--- config.mk ---
export PLATFORM = sky130hd
export DESIGN_NAME = dlt_timer_top
export DESIGN_NICKNAME = d
export VERILOG_FILES = /design/src/common/dlt_pkg.sv /design/src/hdl/dlt_timer_top.sv /design/src/hdl/dlt_prescaler.sv
export SDC_FILE = /design/constraint.sdc
export NUM_CORES = 1
export LEC_CHECK = 0
export ABC_CLOCK_PERIOD_IN_PS = 2400
export BUFFER_PORTS_ARGS = -buffer_cell sky130_fd_sc_hd__buf_2
export CORE_MARGIN = 1
export CORE_UTILIZATION = 55
export CTS_BUF_LIST = sky130_fd_sc_hd__clkbuf_2
export CTS_CLUSTER_DIAMETER = 40
export CTS_CLUSTER_SIZE = 10
export DETAILED_ROUTE_END_ITERATION = 10
export PLACE_DENSITY = 0.8
export SETUP_SLACK_MARGIN = 0.3
export SYNTH_ARGS = -nofsm -noshare
export SYNTH_HDL_FRONTEND = slang
export SYNTH_HIERARCHICAL = 1
export SYNTH_SLANG_ARGS = --single-unit
--- constraint.sdc ---
create_clock -name mclk_i -period 2.4 [get_ports mclk_i]
set_input_delay 0.12 -clock mclk_i [delete_from_list [all_inputs] [get_ports mclk_i]]
set_output_delay 0.12 -clock mclk_i [all_outputs]
set_load 0.01 [all_outputs]
--- src/common/dlt_pkg.sv ---
// Register map, field positions, reset values and divider counts.
package dlt_pkg;

   // Register addresses on the special-function-register bus.
   localparam logic [7:0] ADDR_RUN_FLAG  = 8'h88;
   localparam logic [7:0] ADDR_MODE      = 8'h89;
   localparam logic [7:0] ADDR_A_LOW     = 8'h8a;
   localparam logic [7:0] ADDR_B_LOW     = 8'h8b;
   localparam logic [7:0] ADDR_A_HIGH    = 8'h8c;
   localparam logic [7:0] ADDR_B_HIGH    = 8'h8d;
   localparam logic [7:0] ADDR_CLK_SEL   = 8'h8e;

   // Reset values.
   localparam logic [7:0] RST_CLK_SEL    = 8'h00;
   localparam logic [7:0] RST_MODE       = 8'h00;
   localparam logic [7:0] RST_COUNT      = 8'h00;
   localparam logic       RST_BIT        = 1'b0;

   // Field positions in timer_clock_select.
   localparam int CS_D_HIGH = 7;
   localparam int CS_D_LOW  = 6;
   localparam int CS_C_HIGH = 5;
   localparam int CS_C_LOW  = 4;
   localparam int CS_B      = 3;
   localparam int CS_A      = 2;
   localparam int CS_DIV_HI = 1;
   localparam int CS_DIV_LO = 0;

   // Field positions in timer_run_flag_reg.
   localparam int RF_B_FLAG = 7;
   localparam int RF_B_RUN  = 6;
   localparam int RF_A_FLAG = 5;
   localparam int RF_A_RUN  = 4;

   // Field positions in timer_mode_reg.
   localparam int MD_B_GATE = 7;
   localparam int MD_B_CNT  = 6;
   localparam int MD_B_HI   = 5;
   localparam int MD_B_LO   = 4;
   localparam int MD_A_GATE = 3;
   localparam int MD_A_CNT  = 2;
   localparam int MD_A_HI   = 1;
   localparam int MD_A_LO   = 0;

   // Divider select codes and the matching division ratios.
   localparam logic [1:0] DIVSEL_SYS12  = 2'h0;
   localparam logic [1:0] DIVSEL_SYS4   = 2'h1;
   localparam logic [1:0] DIVSEL_SYS48  = 2'h2;
   localparam logic [1:0] DIVSEL_EXT8   = 2'h3;
   localparam logic [5:0] DIV_SYS12     = 6'h0c;
   localparam logic [5:0] DIV_SYS4      = 6'h04;
   localparam logic [5:0] DIV_SYS48     = 6'h30;
   localparam logic [5:0] DIV_EXT8      = 6'h08;

   typedef enum logic [1:0] {
      DLT_M13,
      DLT_M16,
      DLT_M8_RELOAD,
      DLT_MSPLIT
   } dlt_mode_t;

endpackage : dlt_pkg

--- src/hdl/dlt_timer_top.sv ---
// Two legacy counter/timers with shared prescaler and clock select register.
`timescale 1ns/1ns
module dlt_timer_top
   import dlt_pkg::*;
(
   input  wire logic       mclk_i,               // System clock, 125 MHz.
   input  wire logic       reset_n_i,            // Asynchronous reset, low.
   input  wire logic [7:0] sfr_addr_i,           // Register address.
   input  wire logic       sfr_wr_i,             // Write strobe.
   input  wire logic [7:0] sfr_wdata_i,          // Write data.
   output logic      [7:0] sfr_rdata_o,          // Read data, one cycle later.
   input  wire logic       tmr_a_count_pin_i,    // Timer A event pin.
   input  wire logic       tmr_b_count_pin_i,    // Timer B event pin.
   input  wire logic       ext_irq_a_input_i,    // First interrupt pin.
   input  wire logic       ext_irq_b_input_i,    // Second interrupt pin.
   input  wire logic       ext_irq_a_polarity_i, // 1: first pin active high.
   input  wire logic       ext_irq_b_polarity_i, // 1: second pin active high.
   input  wire logic       ext_osc_clk_i,        // External oscillator pin.
   input  wire logic       tmr_a_irq_enable_i,   // Timer A interrupt enable.
   input  wire logic       tmr_b_irq_enable_i,   // Timer B interrupt enable.
   input  wire logic       tmr_a_irq_ack_i,      // CPU vectors to timer A.
   input  wire logic       tmr_b_irq_ack_i,      // CPU vectors to timer B.
   input  wire logic       tmr_c_split_i,        // Timer C in split mode.
   input  wire logic       tmr_d_split_i,        // Timer D in split mode.
   output logic            tmr_a_irq_o,          // Timer A interrupt request.
   output logic            tmr_b_irq_o,          // Timer B interrupt request.
   output logic            tmr_b_overflow_o,     // Baud and converter pulse.
   output logic            tmr_c_low_sysclk_o,   // Timer C low on sysclk.
   output logic            tmr_c_high_sysclk_o,  // Timer C high on sysclk.
   output logic            tmr_d_low_sysclk_o,   // Timer D low on sysclk.
   output logic            tmr_d_high_sysclk_o   // Timer D high on sysclk.
);

   logic [7:0]  timer_clock_select;
   logic [7:0]  timer_mode_reg;
   logic [7:0]  tmr_a_low_byte;
   logic [7:0]  tmr_a_high_byte;
   logic [7:0]  tmr_b_low_byte;
   logic [7:0]  tmr_b_high_byte;
   logic        tmr_a_run;
   logic        tmr_b_run;
   logic        tmr_a_overflow_flag;
   logic        tmr_b_overflow_flag;
   logic [3:0]  pin_meta;
   logic [3:0]  pin_sync;
   logic [1:0]  pin_prev;
   logic        presc_tick;
   logic [16:0] step_a;
   logic [16:0] step_b;
   logic [7:0]  next_rdata;
   dlt_mode_t   mode_a;
   dlt_mode_t   mode_b;

   // One count step: {overflow, high byte, low byte}.
   function automatic logic [16:0] f_step(input dlt_mode_t mode,
                                         input logic [7:0] hi,
                                         input logic [7:0] lo);
      logic [13:0] c13;
      logic [16:0] c16;
      logic [8:0]  c8;
      c13 = {1'b0, hi, lo[4:0]} + 14'h0001;
      c16 = {1'b0, hi, lo} + 17'h0_0001;
      c8  = {1'b0, lo} + 9'h001;
      case (mode)
         DLT_M13:       f_step = {c13[13], c13[12:5], lo[7:5], c13[4:0]};
         DLT_M16:       f_step = c16;
         DLT_M8_RELOAD: f_step = c8[8] ? {1'b1, hi, hi} : {1'b0, hi, c8[7:0]};
         default:       f_step = {c8[8], hi, c8[7:0]};
      endcase
   endfunction : f_step

   function automatic logic f_wr(input logic [7:0] addr);
      f_wr = sfr_wr_i && (sfr_addr_i == addr);
   endfunction : f_wr

   assign mode_a = dlt_mode_t'(timer_mode_reg[MD_A_HI:MD_A_LO]);
   assign mode_b = dlt_mode_t'(timer_mode_reg[MD_B_HI:MD_B_LO]);

   // Pins cross into mclk; the first stage is read only by the second.
   always_ff @(posedge mclk_i or negedge reset_n_i) begin
      if (!reset_n_i) begin
         pin_meta <= 4'h0;
         pin_sync <= 4'h0;
         pin_prev <= 2'h0;
      end else begin
         pin_meta <= {ext_irq_b_input_i, ext_irq_a_input_i,
                      tmr_b_count_pin_i, tmr_a_count_pin_i};
         pin_sync <= pin_meta;
         pin_prev <= pin_sync[1:0];
      end
   end

   dlt_prescaler u_prescaler (
      .mclk_i           (mclk_i),
      .reset_n_i        (reset_n_i),
      .divider_select_i (timer_clock_select[CS_DIV_HI:CS_DIV_LO]),
      .ext_osc_clk_i    (ext_osc_clk_i),
      .tick_o           (presc_tick)
   );

   // Counting conditions.
   logic a_split;
   logic fall_a;
   logic fall_b;
   logic gate_a_ok;
   logic gate_b_ok;
   logic src_a;
   logic src_b;
   logic run_a;
   logic run_b;
   logic inc_a;
   logic inc_b;
   logic inc_ah;
   logic ovf_a;
   logic ovf_b;
   logic ovf_ah;
   logic set_flag_b;

   assign a_split   = (mode_a == DLT_MSPLIT);
   assign fall_a    = pin_prev[0] & ~pin_sync[0];
   assign fall_b    = pin_prev[1] & ~pin_sync[1];
   assign gate_a_ok = ~timer_mode_reg[MD_A_GATE] |
                      (pin_sync[2] == ext_irq_a_polarity_i);
   assign gate_b_ok = ~timer_mode_reg[MD_B_GATE] |
                      (pin_sync[3] == ext_irq_b_polarity_i);
   assign src_a     = timer_mode_reg[MD_A_CNT] ? fall_a :
                      (timer_clock_select[CS_A] | presc_tick);
   // Split mode keeps timer B off its pin.
   assign src_b     = (timer_mode_reg[MD_B_CNT] && !a_split) ? fall_b :
                      (timer_clock_select[CS_B] | presc_tick);
   assign run_a     = tmr_a_run & gate_a_ok;
   assign run_b     = a_split ? 1'b1 : (tmr_b_run & gate_b_ok);
   assign inc_a     = run_a & src_a;
   assign inc_b     = run_b & src_b & (mode_b != DLT_MSPLIT);
   assign inc_ah    = a_split & tmr_b_run &
                      (timer_clock_select[CS_A] | presc_tick);
   assign step_a    = f_step(mode_a, tmr_a_high_byte, tmr_a_low_byte);
   assign step_b    = f_step(mode_b, tmr_b_high_byte, tmr_b_low_byte);
   assign ovf_a     = inc_a & step_a[16];
   assign ovf_b     = inc_b & step_b[16];
   assign ovf_ah    = inc_ah & (tmr_a_high_byte == 8'hff);
   assign set_flag_b = a_split ? ovf_ah : ovf_b;

   // Timer A count bytes; a software write wins over a count.
   always_ff @(posedge mclk_i or negedge reset_n_i) begin
      if (!reset_n_i) begin
         tmr_a_low_byte <= RST_COUNT;
      end else if (f_wr(ADDR_A_LOW)) begin
         tmr_a_low_byte <= sfr_wdata_i;
      end else if (inc_a) begin
         tmr_a_low_byte <= step_a[7:0];
      end
   end

   always_ff @(posedge mclk_i or negedge reset_n_i) begin
      if (!reset_n_i) begin
         tmr_a_high_byte <= RST_COUNT;
      end else if (f_wr(ADDR_A_HIGH)) begin
         tmr_a_high_byte <= sfr_wdata_i;
      end else if (a_split) begin
         if (inc_ah) begin
            tmr_a_high_byte <= tmr_a_high_byte + 8'h01;
         end
      end else if (inc_a) begin
         tmr_a_high_byte <= step_a[15:8];
      end
   end

   // Timer B count bytes.
   always_ff @(posedge mclk_i or negedge reset_n_i) begin
      if (!reset_n_i) begin
         tmr_b_low_byte  <= RST_COUNT;
         tmr_b_high_byte <= RST_COUNT;
      end else begin
         if (f_wr(ADDR_B_LOW)) begin
            tmr_b_low_byte <= sfr_wdata_i;
         end else if (inc_b) begin
            tmr_b_low_byte <= step_b[7:0];
         end
         if (f_wr(ADDR_B_HIGH)) begin
            tmr_b_high_byte <= sfr_wdata_i;
         end else if (inc_b) begin
            tmr_b_high_byte <= step_b[15:8];
         end
      end
   end

   // Configuration registers. Run bits only gate; they never touch counts.
   always_ff @(posedge mclk_i or negedge reset_n_i) begin
      if (!reset_n_i) begin
         timer_clock_select <= RST_CLK_SEL;
         timer_mode_reg     <= RST_MODE;
         tmr_a_run          <= RST_BIT;
         tmr_b_run          <= RST_BIT;
      end else begin
         if (f_wr(ADDR_CLK_SEL)) begin
            timer_clock_select <= sfr_wdata_i;
         end
         if (f_wr(ADDR_MODE)) begin
            timer_mode_reg <= sfr_wdata_i;
         end
         if (f_wr(ADDR_RUN_FLAG)) begin
            tmr_a_run <= sfr_wdata_i[RF_A_RUN];
            tmr_b_run <= sfr_wdata_i[RF_B_RUN];
         end
      end
   end

   // Flags: a hardware set beats both the vector clear and a software write.
   always_ff @(posedge mclk_i or negedge reset_n_i) begin
      if (!reset_n_i) begin
         tmr_a_overflow_flag <= RST_BIT;
      end else if (ovf_a) begin
         tmr_a_overflow_flag <= 1'b1;
      end else if (tmr_a_irq_ack_i) begin
         tmr_a_overflow_flag <= 1'b0;
      end else if (f_wr(ADDR_RUN_FLAG)) begin
         tmr_a_overflow_flag <= sfr_wdata_i[RF_A_FLAG];
      end
   end

   always_ff @(posedge mclk_i or negedge reset_n_i) begin
      if (!reset_n_i) begin
         tmr_b_overflow_flag <= RST_BIT;
      end else if (set_flag_b) begin
         tmr_b_overflow_flag <= 1'b1;
      end else if (tmr_b_irq_ack_i) begin
         tmr_b_overflow_flag <= 1'b0;
      end else if (f_wr(ADDR_RUN_FLAG)) begin
         tmr_b_overflow_flag <= sfr_wdata_i[RF_B_FLAG];
      end
   end

   // Outputs, all registered.
   always_ff @(posedge mclk_i or negedge reset_n_i) begin
      if (!reset_n_i) begin
         tmr_a_irq_o         <= 1'b0;
         tmr_b_irq_o         <= 1'b0;
         tmr_b_overflow_o    <= 1'b0;
         tmr_c_low_sysclk_o  <= 1'b0;
         tmr_c_high_sysclk_o <= 1'b0;
         tmr_d_low_sysclk_o  <= 1'b0;
         tmr_d_high_sysclk_o <= 1'b0;
      end else begin
         tmr_a_irq_o <= tmr_a_overflow_flag & tmr_a_irq_enable_i;
         tmr_b_irq_o <= tmr_b_overflow_flag & tmr_b_irq_enable_i;
         tmr_b_overflow_o    <= ovf_b;
         tmr_c_low_sysclk_o  <= timer_clock_select[CS_C_LOW];
         tmr_c_high_sysclk_o <= timer_clock_select[CS_C_HIGH] &
                                tmr_c_split_i;
         tmr_d_low_sysclk_o  <= timer_clock_select[CS_D_LOW];
         tmr_d_high_sysclk_o <= timer_clock_select[CS_D_HIGH] &
                                tmr_d_split_i;
      end
   end

   // Read data follows the address with one cycle of latency.
   always_comb begin
      case (sfr_addr_i)
         ADDR_RUN_FLAG: next_rdata = {tmr_b_overflow_flag, tmr_b_run,
                                      tmr_a_overflow_flag, tmr_a_run, 4'h0};
         ADDR_MODE:     next_rdata = timer_mode_reg;
         ADDR_A_LOW:    next_rdata = tmr_a_low_byte;
         ADDR_B_LOW:    next_rdata = tmr_b_low_byte;
         ADDR_A_HIGH:   next_rdata = tmr_a_high_byte;
         ADDR_B_HIGH:   next_rdata = tmr_b_high_byte;
         ADDR_CLK_SEL:  next_rdata = timer_clock_select;
         default:       next_rdata = 8'h00;
      endcase
   end

   always_ff @(posedge mclk_i or negedge reset_n_i) begin
      if (!reset_n_i) begin
         sfr_rdata_o <= 8'h00;
      end else begin
         sfr_rdata_o <= next_rdata;
      end
   end

   logic no_wr;
   assign no_wr = !sfr_wr_i;
endmodule : dlt_timer_top

--- src/hdl/dlt_prescaler.sv ---
// Shared prescaler that makes the timer tick from the system or oscillator.
`timescale 1ns/1ns
module dlt_prescaler
   import dlt_pkg::*;
#(
   parameter int CW = 6
) (
   input  wire logic       mclk_i,            // System clock.
   input  wire logic       reset_n_i,         // Asynchronous reset, low.
   input  wire logic [1:0] divider_select_i,  // Prescale choice.
   input  wire logic       ext_osc_clk_i,     // External oscillator pin.
   output logic            tick_o             // One-cycle prescaled tick.
);

   logic [1:0]    osc_sync;
   logic          osc_prev;
   logic [CW-1:0] cnt;
   logic [CW-1:0] limit;
   logic          step;

   always_comb begin
      case (divider_select_i)
         DIVSEL_SYS12: limit = CW'(DIV_SYS12);
         DIVSEL_SYS4:  limit = CW'(DIV_SYS4);
         DIVSEL_SYS48: limit = CW'(DIV_SYS48);
         default:      limit = CW'(DIV_EXT8);
      endcase
   end

   // The oscillator is foreign to mclk, so only the second stage is used.
   always_ff @(posedge mclk_i or negedge reset_n_i) begin
      if (!reset_n_i) begin
         osc_sync <= 2'h0;
         osc_prev <= 1'b0;
      end else begin
         osc_sync <= {osc_sync[0], ext_osc_clk_i};
         osc_prev <= osc_sync[1];
      end
   end

   assign step = (divider_select_i == DIVSEL_EXT8) ?
                 (osc_sync[1] & ~osc_prev) : 1'b1;

   always_ff @(posedge mclk_i or negedge reset_n_i) begin
      if (!reset_n_i) begin
         cnt    <= '0;
         tick_o <= 1'b0;
      end else if (step) begin
         if (cnt >= limit - CW'(1)) begin
            cnt    <= '0;
            tick_o <= 1'b1;
         end else begin
            cnt    <= cnt + CW'(1);
            tick_o <= 1'b0;
         end
      end else begin
         tick_o <= 1'b0;
      end
   end
endmodule : dlt_prescaler

* Yosys cells after proc, flatten, opt, wreduce, memory -nomap -nowiden
Cells that the tools add are included.
Storage, ports and cells: register bits 87, bits of input ports 32, output and inout bits 15, logic and storage cells 141
Cells by class: $add $sub $neg 9, $lt $le $gt $ge 1, eq/ne operators 24, muxes and demuxes 30, bitwise operators 26, reduce and logical (&&, ||, !) cells 24
Operators by type and width (count):
- 17-bit one-hot mux with 3 select lines | 2
- 8-bit two-way mux | 10
- 8-bit == test (second input constant) | 8
- 8-bit one-hot mux with 7 select lines | 1
- 16-bit by 1-bit adder with 17-bit output (second input constant) | 2
- 17-bit two-way mux | 2
- 13-bit by 1-bit adder with 14-bit output (second input constant) | 2
- 8-bit by 1-bit adder with 9-bit output (second input constant) | 2
- 6-bit one-hot mux with 3 select lines | 1
- 1-bit bitwise AND | 17
- 1-bit two-way mux | 13
- 3-bit nonzero test | 4
- 2-bit == test (second input constant) | 5
- 8-bit by 1-bit adder with 8-bit output (second input constant) | 1
- 1-bit logical AND | 8
- 2-bit inequality test (second input constant) | 4
- 6-bit by 1-bit adder with 6-bit output (second input constant) | 1
- 2-bit by 1-bit == test with 1-bit output (second input constant) | 3
- 6-bit greater-or-equal comparator | 1
- 2-bit logical NOT | 3
- 6-bit two-way mux | 1
- 2-bit nonzero test | 3
- 6-bit by 1-bit subtractor with 6-bit output (second input constant) | 1
- 1-bit NOT | 5
- other kinds (9) | 14

* Logic depth before layout (Yosys ltp)
Gate-level depths: netlist (run 1).
word-level depth 9, mapped depth 9, mapped depth without buffers 8

* Modules after synthesis
Netlist (run 1), hierarchy kept.
By module, submodules not included:
- dlt_timer_top | instances 1, cells an instance 532, area an instance 4865.9 µm²
- dlt_prescaler | instances 1, cells an instance 47, area an instance 503.0 µm²

* Least setup slack after synthesis (run 1)
OpenSTA, ideal clock, no wires.
path kind reg2reg, start reg tmr_a_low_byte[0], end reg tmr_a_low_byte[7], setup time 125 ps, arrival time 1864 ps, slack 412 ps, cell stages (with the launch flop) 10, cells stage by stage dfrtp_1 > ha_1 > and4_4 > buf_6 > and4_4 > buf_6 > nand2_1 > o21ai_1 > mux2_2 > mux2_2
Between the ends: word-level cells in the longest chain between the ends 5
Ends and longest elaborated chain:
- from (decl) | RTL line dlt_timer_top.sv:36 | logic [7:0] tmr_a_low_byte;
- from (signal assigned) | RTL line dlt_timer_top.sv:149 | tmr_a_low_byte <= sfr_wdata_i;
- from (signal assigned) | RTL line dlt_timer_top.sv:151 | tmr_a_low_byte <= step_a[7:0];
- 8-bit by 1-bit adder with 9-bit output | RTL line dlt_timer_top.sv:63 | c8 = {1'b0, lo} + 9'h001;
- 17-bit two-way mux | RTL line dlt_timer_top.sv:67 | DLT_M8_RELOAD: f_step = c8[8] ? {1'b1, hi, hi} : {1'b0, hi, c8[7:0]};
- 17-bit one-hot mux with 3 select lines (*) | RTL line dlt_timer_top.sv:64 | case (mode)
- 8-bit two-way mux (*) | RTL line dlt_timer_top.sv:150 | end else if (inc_a) begin
- 8-bit two-way mux (*) | RTL line dlt_timer_top.sv:148 | end else if (f_wr(ADDR_A_LOW)) begin
Every way passes the cells marked *; elsewhere a longest branch is shown, timed or not. The select of a mux whose other input is x is not followed. A chain may end at the register's enable or synchronous reset.

* Worst setup path after layout (run 1)
start reg timer_mode_reg[1], end reg tmr_a_high_byte[3]
Between the ends: word-level cells in the longest chain between the ends 5
Ends and longest elaborated chain:
- from (decl) | RTL line dlt_timer_top.sv:35 | logic [7:0] timer_mode_reg;
- from (signal assigned) | RTL line dlt_timer_top.sv:200 | timer_mode_reg <= sfr_wdata_i;
- 2-bit == test (tied with other cells) | RTL line dlt_timer_top.sv:119 | assign a_split = (mode_a == DLT_MSPLIT);
- 1-bit bitwise AND / 17-bit one-hot mux with 3 select lines (equally long branches) | RTL line dlt_timer_top.sv:135, dlt_timer_top.sv:64
- 1-bit bitwise AND / 8-bit two-way mux (equally long branches) | RTL line dlt_timer_top.sv:135, dlt_timer_top.sv:164
- 3-bit by 1-bit inequality test with 1-bit output (no line) / 8-bit two-way mux (equally long branches)
- 4-bit AND reduction (no line) / 8-bit two-way mux (equally long branches)
- to (signal assigned) | RTL line dlt_timer_top.sv:159 | tmr_a_high_byte <= sfr_wdata_i;
- to (signal assigned) | RTL line dlt_timer_top.sv:162 | tmr_a_high_byte <= tmr_a_high_byte + 8'h01;
- to (signal assigned) | RTL line dlt_timer_top.sv:165 | tmr_a_high_byte <= step_a[15:8];
- to (decl) | RTL line dlt_timer_top.sv:37 | logic [7:0] tmr_a_high_byte;
Parallel ways exist; a longest one is shown, timed or not. The select of a mux whose other input is x is not followed.

==> results of run 1 <==
-- per-layer routing --
layer | track usage | routed length (microns) | part of all wire
met2 | 0.507 | 7150 | 0.46
met5 | 0 | 0 | 0
met3 | 0.0742 | 1620 | 0.10
met1 | 0.474 | 6300 | 0.40
met4 | 0.120 | 601 | 0.038
-- layout make-up --
cell class              instances  area share
repair buffers                 95       0.109
well taps                     129      0.0263
flip-flops and latches         87       0.356
inverters                      13     0.00796
clock inverters                 7     0.00878
clock buffers                   9     0.00735
multi-input cells             441       0.484
-- path summary, 6_finish.rpt --
path | depth (start not counted) | endpoint | slack [ns] | startpoint
worst min register to register | 0 | pin_sync[2]$_DFF_PN0_ | 0.38 | pin_meta[2]$_DFF_PN0_
worst max register to register | 7 | tmr_a_high_byte[3]$_DFFE_PN0P_ | 0.37 | timer_mode_reg[1]$_DFFE_PN0P_
max in group asynchronous | 3 | tmr_a_high_byte[0]$_DFFE_PN0P_ | 1.66 | reset_n_i
min in group asynchronous | 2 | tmr_b_low_byte[6]$_DFFE_PN0P_ | 0.07 | reset_n_i
worst max-delay path | 7 | tmr_a_high_byte[3]$_DFFE_PN0P_ | 0.37 | timer_mode_reg[1]$_DFFE_PN0P_
worst min-delay path | 3 | sfr_rdata_o[6]$_DFF_PN0_ | 0.05 | sfr_addr_i[7]
-- through the flow --
stage	setup slack [ns]	instances	cell area, sq um
2_1_floorplan	0.412	579	5370
3_3_place_gp	0.324	730	5670
3_5_place_dp	0.250	730	5670
4_1_cts	0.309	769	6010
5_1_grt	0.252	781	6130
6_report	0.371	781	6130
-- where the power goes --
| group | total (mW) | internal [mW] | switching (mW) | leakage [nW] |
|---|---|---|---|---|
| registers | 1.94 | 1.65 | 0.288 | 1.11 |
| logic | 1.24 | 0.570 | 0.673 | 1.59 |
| clock network | 0.705 | 0.149 | 0.556 | 0.0622 |
-- placed cells by master (no fill, tap or decap), drive strengths merged, types with 5 or more instances in the layout --
master and n:
o21ai 57, dlygate4sd3 23, a222oi 6, xor2 19, nand2 73, nor2 37, and2 7, buf 72
inv 16, nor3 18, nand4 9, nand3 27, and3 11, xnor2 9, dfrtp 87, clkbuf 9
ha 13, a21o 5, a21oi 29, mux2 19, o22ai 5, mux2i 19, o31ai 5, a22oi 6
-- Yosys cell counts, types with 10 or more instances --
master,instances
a21oi_1,28
o21ai_1,13
nor2_1,35
dfrtp_1,87
xor2_1,19
buf_2,16
mux2_2,19
nor3_1,15
clkbuf_1,10
mux2i_1,19
nand2_1,70
nand3_1,26
ha_1,13
inv_1,13
o21ai_0,44
-- critical path, delay by kind of cell, from the launching register on --
kind	cells	cell delay, ns
and+or+nand+nor	2	0.77
DFF	1	0.48
AOI/OAI and AO/OA	3	0.46
adders and majority gates	1	0.20
buffers and inverters	1	0.08
-- what timing repair did --
| item | in CTS | in global routing |
|---|---|---|
| gates resized for setup | 4 | 10 |
| endpoints found under the setup margin | 4 | 24 |
| setup buffers | 1 | 11 |
| pin swaps | 0 | 1 |
| endpoints found under the hold margin | 124 | 1 |
| hold buffers | 22 | 1 |
-- kinds of logic (layout without fill, tap and decap cells) --
| family | count (synthesis) | after routing |
|---|---|---|
| simple gates | 207 | 207 |
| mux | 39 | 39 |
| fa+ha+maj | 13 | 13 |
| buf+inv | 51 | 124 |
| other cells | 1 | 1 |
| xor+xnor | 28 | 28 |
| flops | 87 | 87 |
| compound gates | 153 | 153 |
==> metrics.txt, run 1 <==
min cycle time layout=between 2 and 2.5 ns; htree depth=3; Worst-path clk slew=roughly 0.25 ns; CTS root buf=clkbuf_2; worst skew pair latency=between 0.5 and 0.6 ns; fin util=0.657; Area Overhead vs Synth=14.1%; post-synth top area share=0.405; initial antenna violation count=0; slowest stage delay, CP=approximately 0.48 ns; total number of yosys warnings=6; area of the multi-input gates=approximately 3000 sq um; Slew Limit Fails=0; Wirelength per Cell=about 20 microns; XOR/XNOR Fraction of Synth Area=0.0457; Vias=4924; crit path kind=reg2reg; endpoints failing hold=0; ANT nets after route=0; asr flop ratio synth=1.00; vias in the first global route=4750; # fillers=between 700 and 800; Layout Nets=692; CTS tree=yes; final setup violating endpoints=0; GRT Util Overall=0.335; pin count of the biggest net entering global routing=between 50 and 60; WL final=roughly 16 mm; Post-Syn Area per Cell=9.27 sq um; grt ovf=0; Post-Syn Area=5370 sq um; adder-cell share of the synthesized area=0.0303; outcome=finished, final reports clean; Compound-Gate Fraction of Synth Area=0.186; Vias/cell=about 6.3; Peak VDD IR=0.512 mV; Die Wd=101 microns; most common flop cell mapped by yosys=dfrtp_1; Placer Congestion=0.901; register area=2180 sq um; Synth Area in Simple Gates=0.204; normalized max-slew margin=0.555; ratio of cells with drive above 1 in the final layout=0.224; clock buffer count from CTS=9; Min Hold Slack=between 0.04 and 0.05 ns; die area=between 10000 and 15000 sq um; Yosys top cell by area=dfrtp_1; post-DP HPWL=11.2 mm; Critical-path top delay cell=dfrtp_1; PwrDens=roughly 630 nW/um^2; initial core utilization=0.576; DRC=0; CP Cell Sequence=ha_1 > inv_1 > or3_1 > o31a_1 > nor4_1 > o22ai_1 > o21ai_1; Post-synth EDFFs=0; TNS Setup=0 ns; main combinational cell family by area after synthesis=simple AND/OR/NAND/NOR gates; top cells by area, synth=dfrtp_1 (41%), nand2_1 (4.9%), o21ai_0 (4.1%), mux2_2 (4.0%), mux2i_1 (3.5%); Max-Cap Viols=0; # diodes=0; Min-Delay Path Class=in2reg; Power Total=about 4 mW; critical path launch point type=flop; mux cell area share after synthesis=0.0795; Leakage Power=approximately 2.8 nW; Seq/Total Area, Yosys=0.405; Post-Syn Nets=624; Setup Skew=between 0.03 and 0.04 ns; Syn Inst Count=579; FP Rows=35; Req. time, crit path=2.93 ns; Yosys cell types=74; Ports=47; crit path DAT=approximately 2.6 ns; worst-path maximum fanout=5; RSZ-0062 raised after global routing=yes; fin crit share=0.845; core area=slightly above 9000 sq um; f_max=between 400 and 500 MHz; flops & latches, synth=87; Port Buffers=46; DR iter-0 viols=~520; clk buf depth=2; Pre-antenna DRT Iters=5; Die Height=between 100 and 150 microns; first-pass GRT wire length=approximately 25 mm; Worst-Margin Slew=~0.67 ns; CP Capture Type=flop; CTS sink cnt=87
(Power assumes the default switching activity.)
==> inputs of run 2 (changes only) <==
ABC_CLOCK_PERIOD_IN_PS = 1800   (was 2400)
PLACE_DENSITY = 0.83   (was 0.8)
clock period = 1.8 ns   (was 2.4 ns; I/O delays follow)
==> metrics.txt, run 2 (same netlist as run 1, synthesis figures left out) <==
crit path DAT=2.44 ns (-0.12 ns); Pre-antenna DRT Iters=7 (+2); Power Total=6.47 mW (+67%); outcome=finished with violations; # diodes=0 (unchanged); fin util=0.836 (+0.179); commonest cells after routing, fill and taps aside=buf_4 (106), dfrtp_1 (73), nand2_1 (62); initial antenna violation count=0 (unchanged); CTS tree=yes; Placer Congestion=1.07 (+19%); f_max=520 MHz (+5.5%); Vias=5710 (+16%); Min-Delay Path Class=in2reg; Ports=47 (unchanged); CTS sink cnt=87 (unchanged); clk buf depth=2 (unchanged); # fillers=495 (-34%); PwrDens=830 nW/um^2 (+31%); die area=10200 sq um (unchanged); clock buffer count from CTS=9 (unchanged); post-DP HPWL=12.8 mm (+15%); grt ovf=0 (unchanged); met1 usage=0.498 (+0.0240); Die Height=101 microns (unchanged); Area Overhead vs Synth=45.2%; Leakage Power=3.55 nW (+28%); CP Capture Type=flop; FF-to-FF setup slack=-0.12 ns (-0.49 ns); CTS root buf=clkbuf_2; DR iter-0 viols=590 (+13%); DRC=0 (unchanged); vias in the first global route=5482 (+15%); number of cells on the worst reg-to-reg path=7 (unchanged); min cycle time layout=1.92 ns (-0.105 ns); endpoints failing hold=1 (+1); final setup violating endpoints=19 (+19); FP Rows=35 (unchanged); htree depth=3 (unchanged); GRT Util Overall=0.385 (+0.0500); commonest non-fill, non-tap cell in the layout=buf_4; first-pass GRT wire length=28.9 mm (+14%); crit path kind=reg2reg; core area=9330 sq um (unchanged); WL final=19.7 mm (+26%); Top Usage Layer GRT=met2; fin crit share=1.07 (+0.223); critical path launch point type=flop; violated checks=negative hold slack, negative setup slack; ANT nets after route=0 (unchanged); Max-Cap Viols=0 (unchanged); Wirelength per Cell=22.1 microns (+10%); Setup Skew=0.0306 ns (+0.000549 ns); Layout Cells excl Fill=894 (+14%); ratio of cells with drive above 1 in the final layout=0.464 (+0.240); Worst-path clk slew=0.28 ns (+0.03 ns); Vias/cell=6.39 (+1.3%); Port Buffers=46 (unchanged); Die Wd=101 microns (unchanged); Req. time, crit path=2.32 ns (-0.61 ns); worst hold path cell count=5 (+2); worst skew pair latency=0.61 ns (+0.02 ns); Layout Nets=805 (+16%); routing usage on met2=0.601 (+0.0933); Slew Limit Fails=0 (unchanged); RSZ-0062 raised after global routing=yes; worst setup slack after layout=-0.124 ns (-0.495 ns); GR Util met3=0.0867 (+0.0125); worst-path maximum fanout=6 (+1); Min Hold Slack=-0.0189 ns (-0.0673 ns); pin count of the biggest net entering global routing=42 (-18%); initial core utilization=0.576 (unchanged); Peak VDD IR=0.666 mV (+30%); Cell Count Post-Placement=801 (+9.7%)
## run 2: changes by cell type in the layout (fill, tap and decap cells not counted), sizes merged
cell / delta
buf: +110
inv: -2
dlygate4sd3: +2
clkinv: +2
clkbuf: +1
## run 2: final cells by class
cell class	count	area (sq um)	share of cell area
multi-input cells	441	3620	0.464
flip-flops and latches	87	2190	0.282
repair buffers	208	1660	0.213
well taps	129	161	0.0207
clock inverters	7	58.8	0.00755
inverters	13	53.8	0.00690
clock buffers	9	45.0	0.00578
## run 2: what timing repair did
item / 4_1_cts / 5_1_grt
gates cloned: 0 / 1
hold buffers: 27 / 0
hold endpoints to repair: 154 / 0
gates resized for setup: 85 / 77
pin swaps: 39 / 44
endpoints found under the setup margin: 43 / 49
buffers inserted: 28 / 22
## run 2: per-stage QoR
| stage | hold slack (ns) | worst slack (ns) | TNS [ns] | instance area [sq um] |
|---|---|---|---|---|
| after global routing | -0.00692 | -0.140 | -2.29 | 7790 |
| after detailed placement | 0.0495 | -0.0932 | -0.461 | 6380 |
| after CTS | 0.0193 | -0.0419 | -0.147 | 7330 |
| after floorplan | -0.206 | -0.0856 | -0.167 | 5560 |
| after global placement | 0.0424 | -0.0744 | -0.151 | 6380 |
| final | -0.0189 | -0.124 | -0.729 | 7790 |
## run 2: report_power, final
group,internal [mW],switching (mW)
Clock,0.197,0.766
Sequential,2.21,0.337
Combinational,1.45,1.51
## run 2: layer usage
layer	vias to the layer above	wire length [microns]
li1	2470	-
met1	2756	7500
met2	378	9020
met3	106	2070
met4	0	1150
met5	-	0
## run 2: final timing paths
path                                                from                              end
max                        tmr_a_low_byte[1]$_DFFE_PN0P_    tmr_a_low_byte[7]$_DFFE_PN0P_
min                                        sfr_addr_i[1]         sfr_rdata_o[5]$_DFF_PN0_
max reg2reg                tmr_a_low_byte[1]$_DFFE_PN0P_    tmr_a_low_byte[7]$_DFFE_PN0P_
min reg2reg                        pin_meta[1]$_DFF_PN0_            pin_sync[1]$_DFF_PN0_
max in group asynchronous                      reset_n_i    timer_mode_reg[4]$_DFFE_PN0P_
min in group asynchronous                      reset_n_i  tmr_b_overflow_flag$_DFFE_PN0P_
## run 2: critical path: stages, from the launching register on
cell and delay (ns):
dfrtp_1 0.50, buf_6 0.14, and2_2 0.24, nand4_1 0.12
xor2_1 0.21, o21ai_1 0.10, mux2_4 0.26, mux2_4 0.26
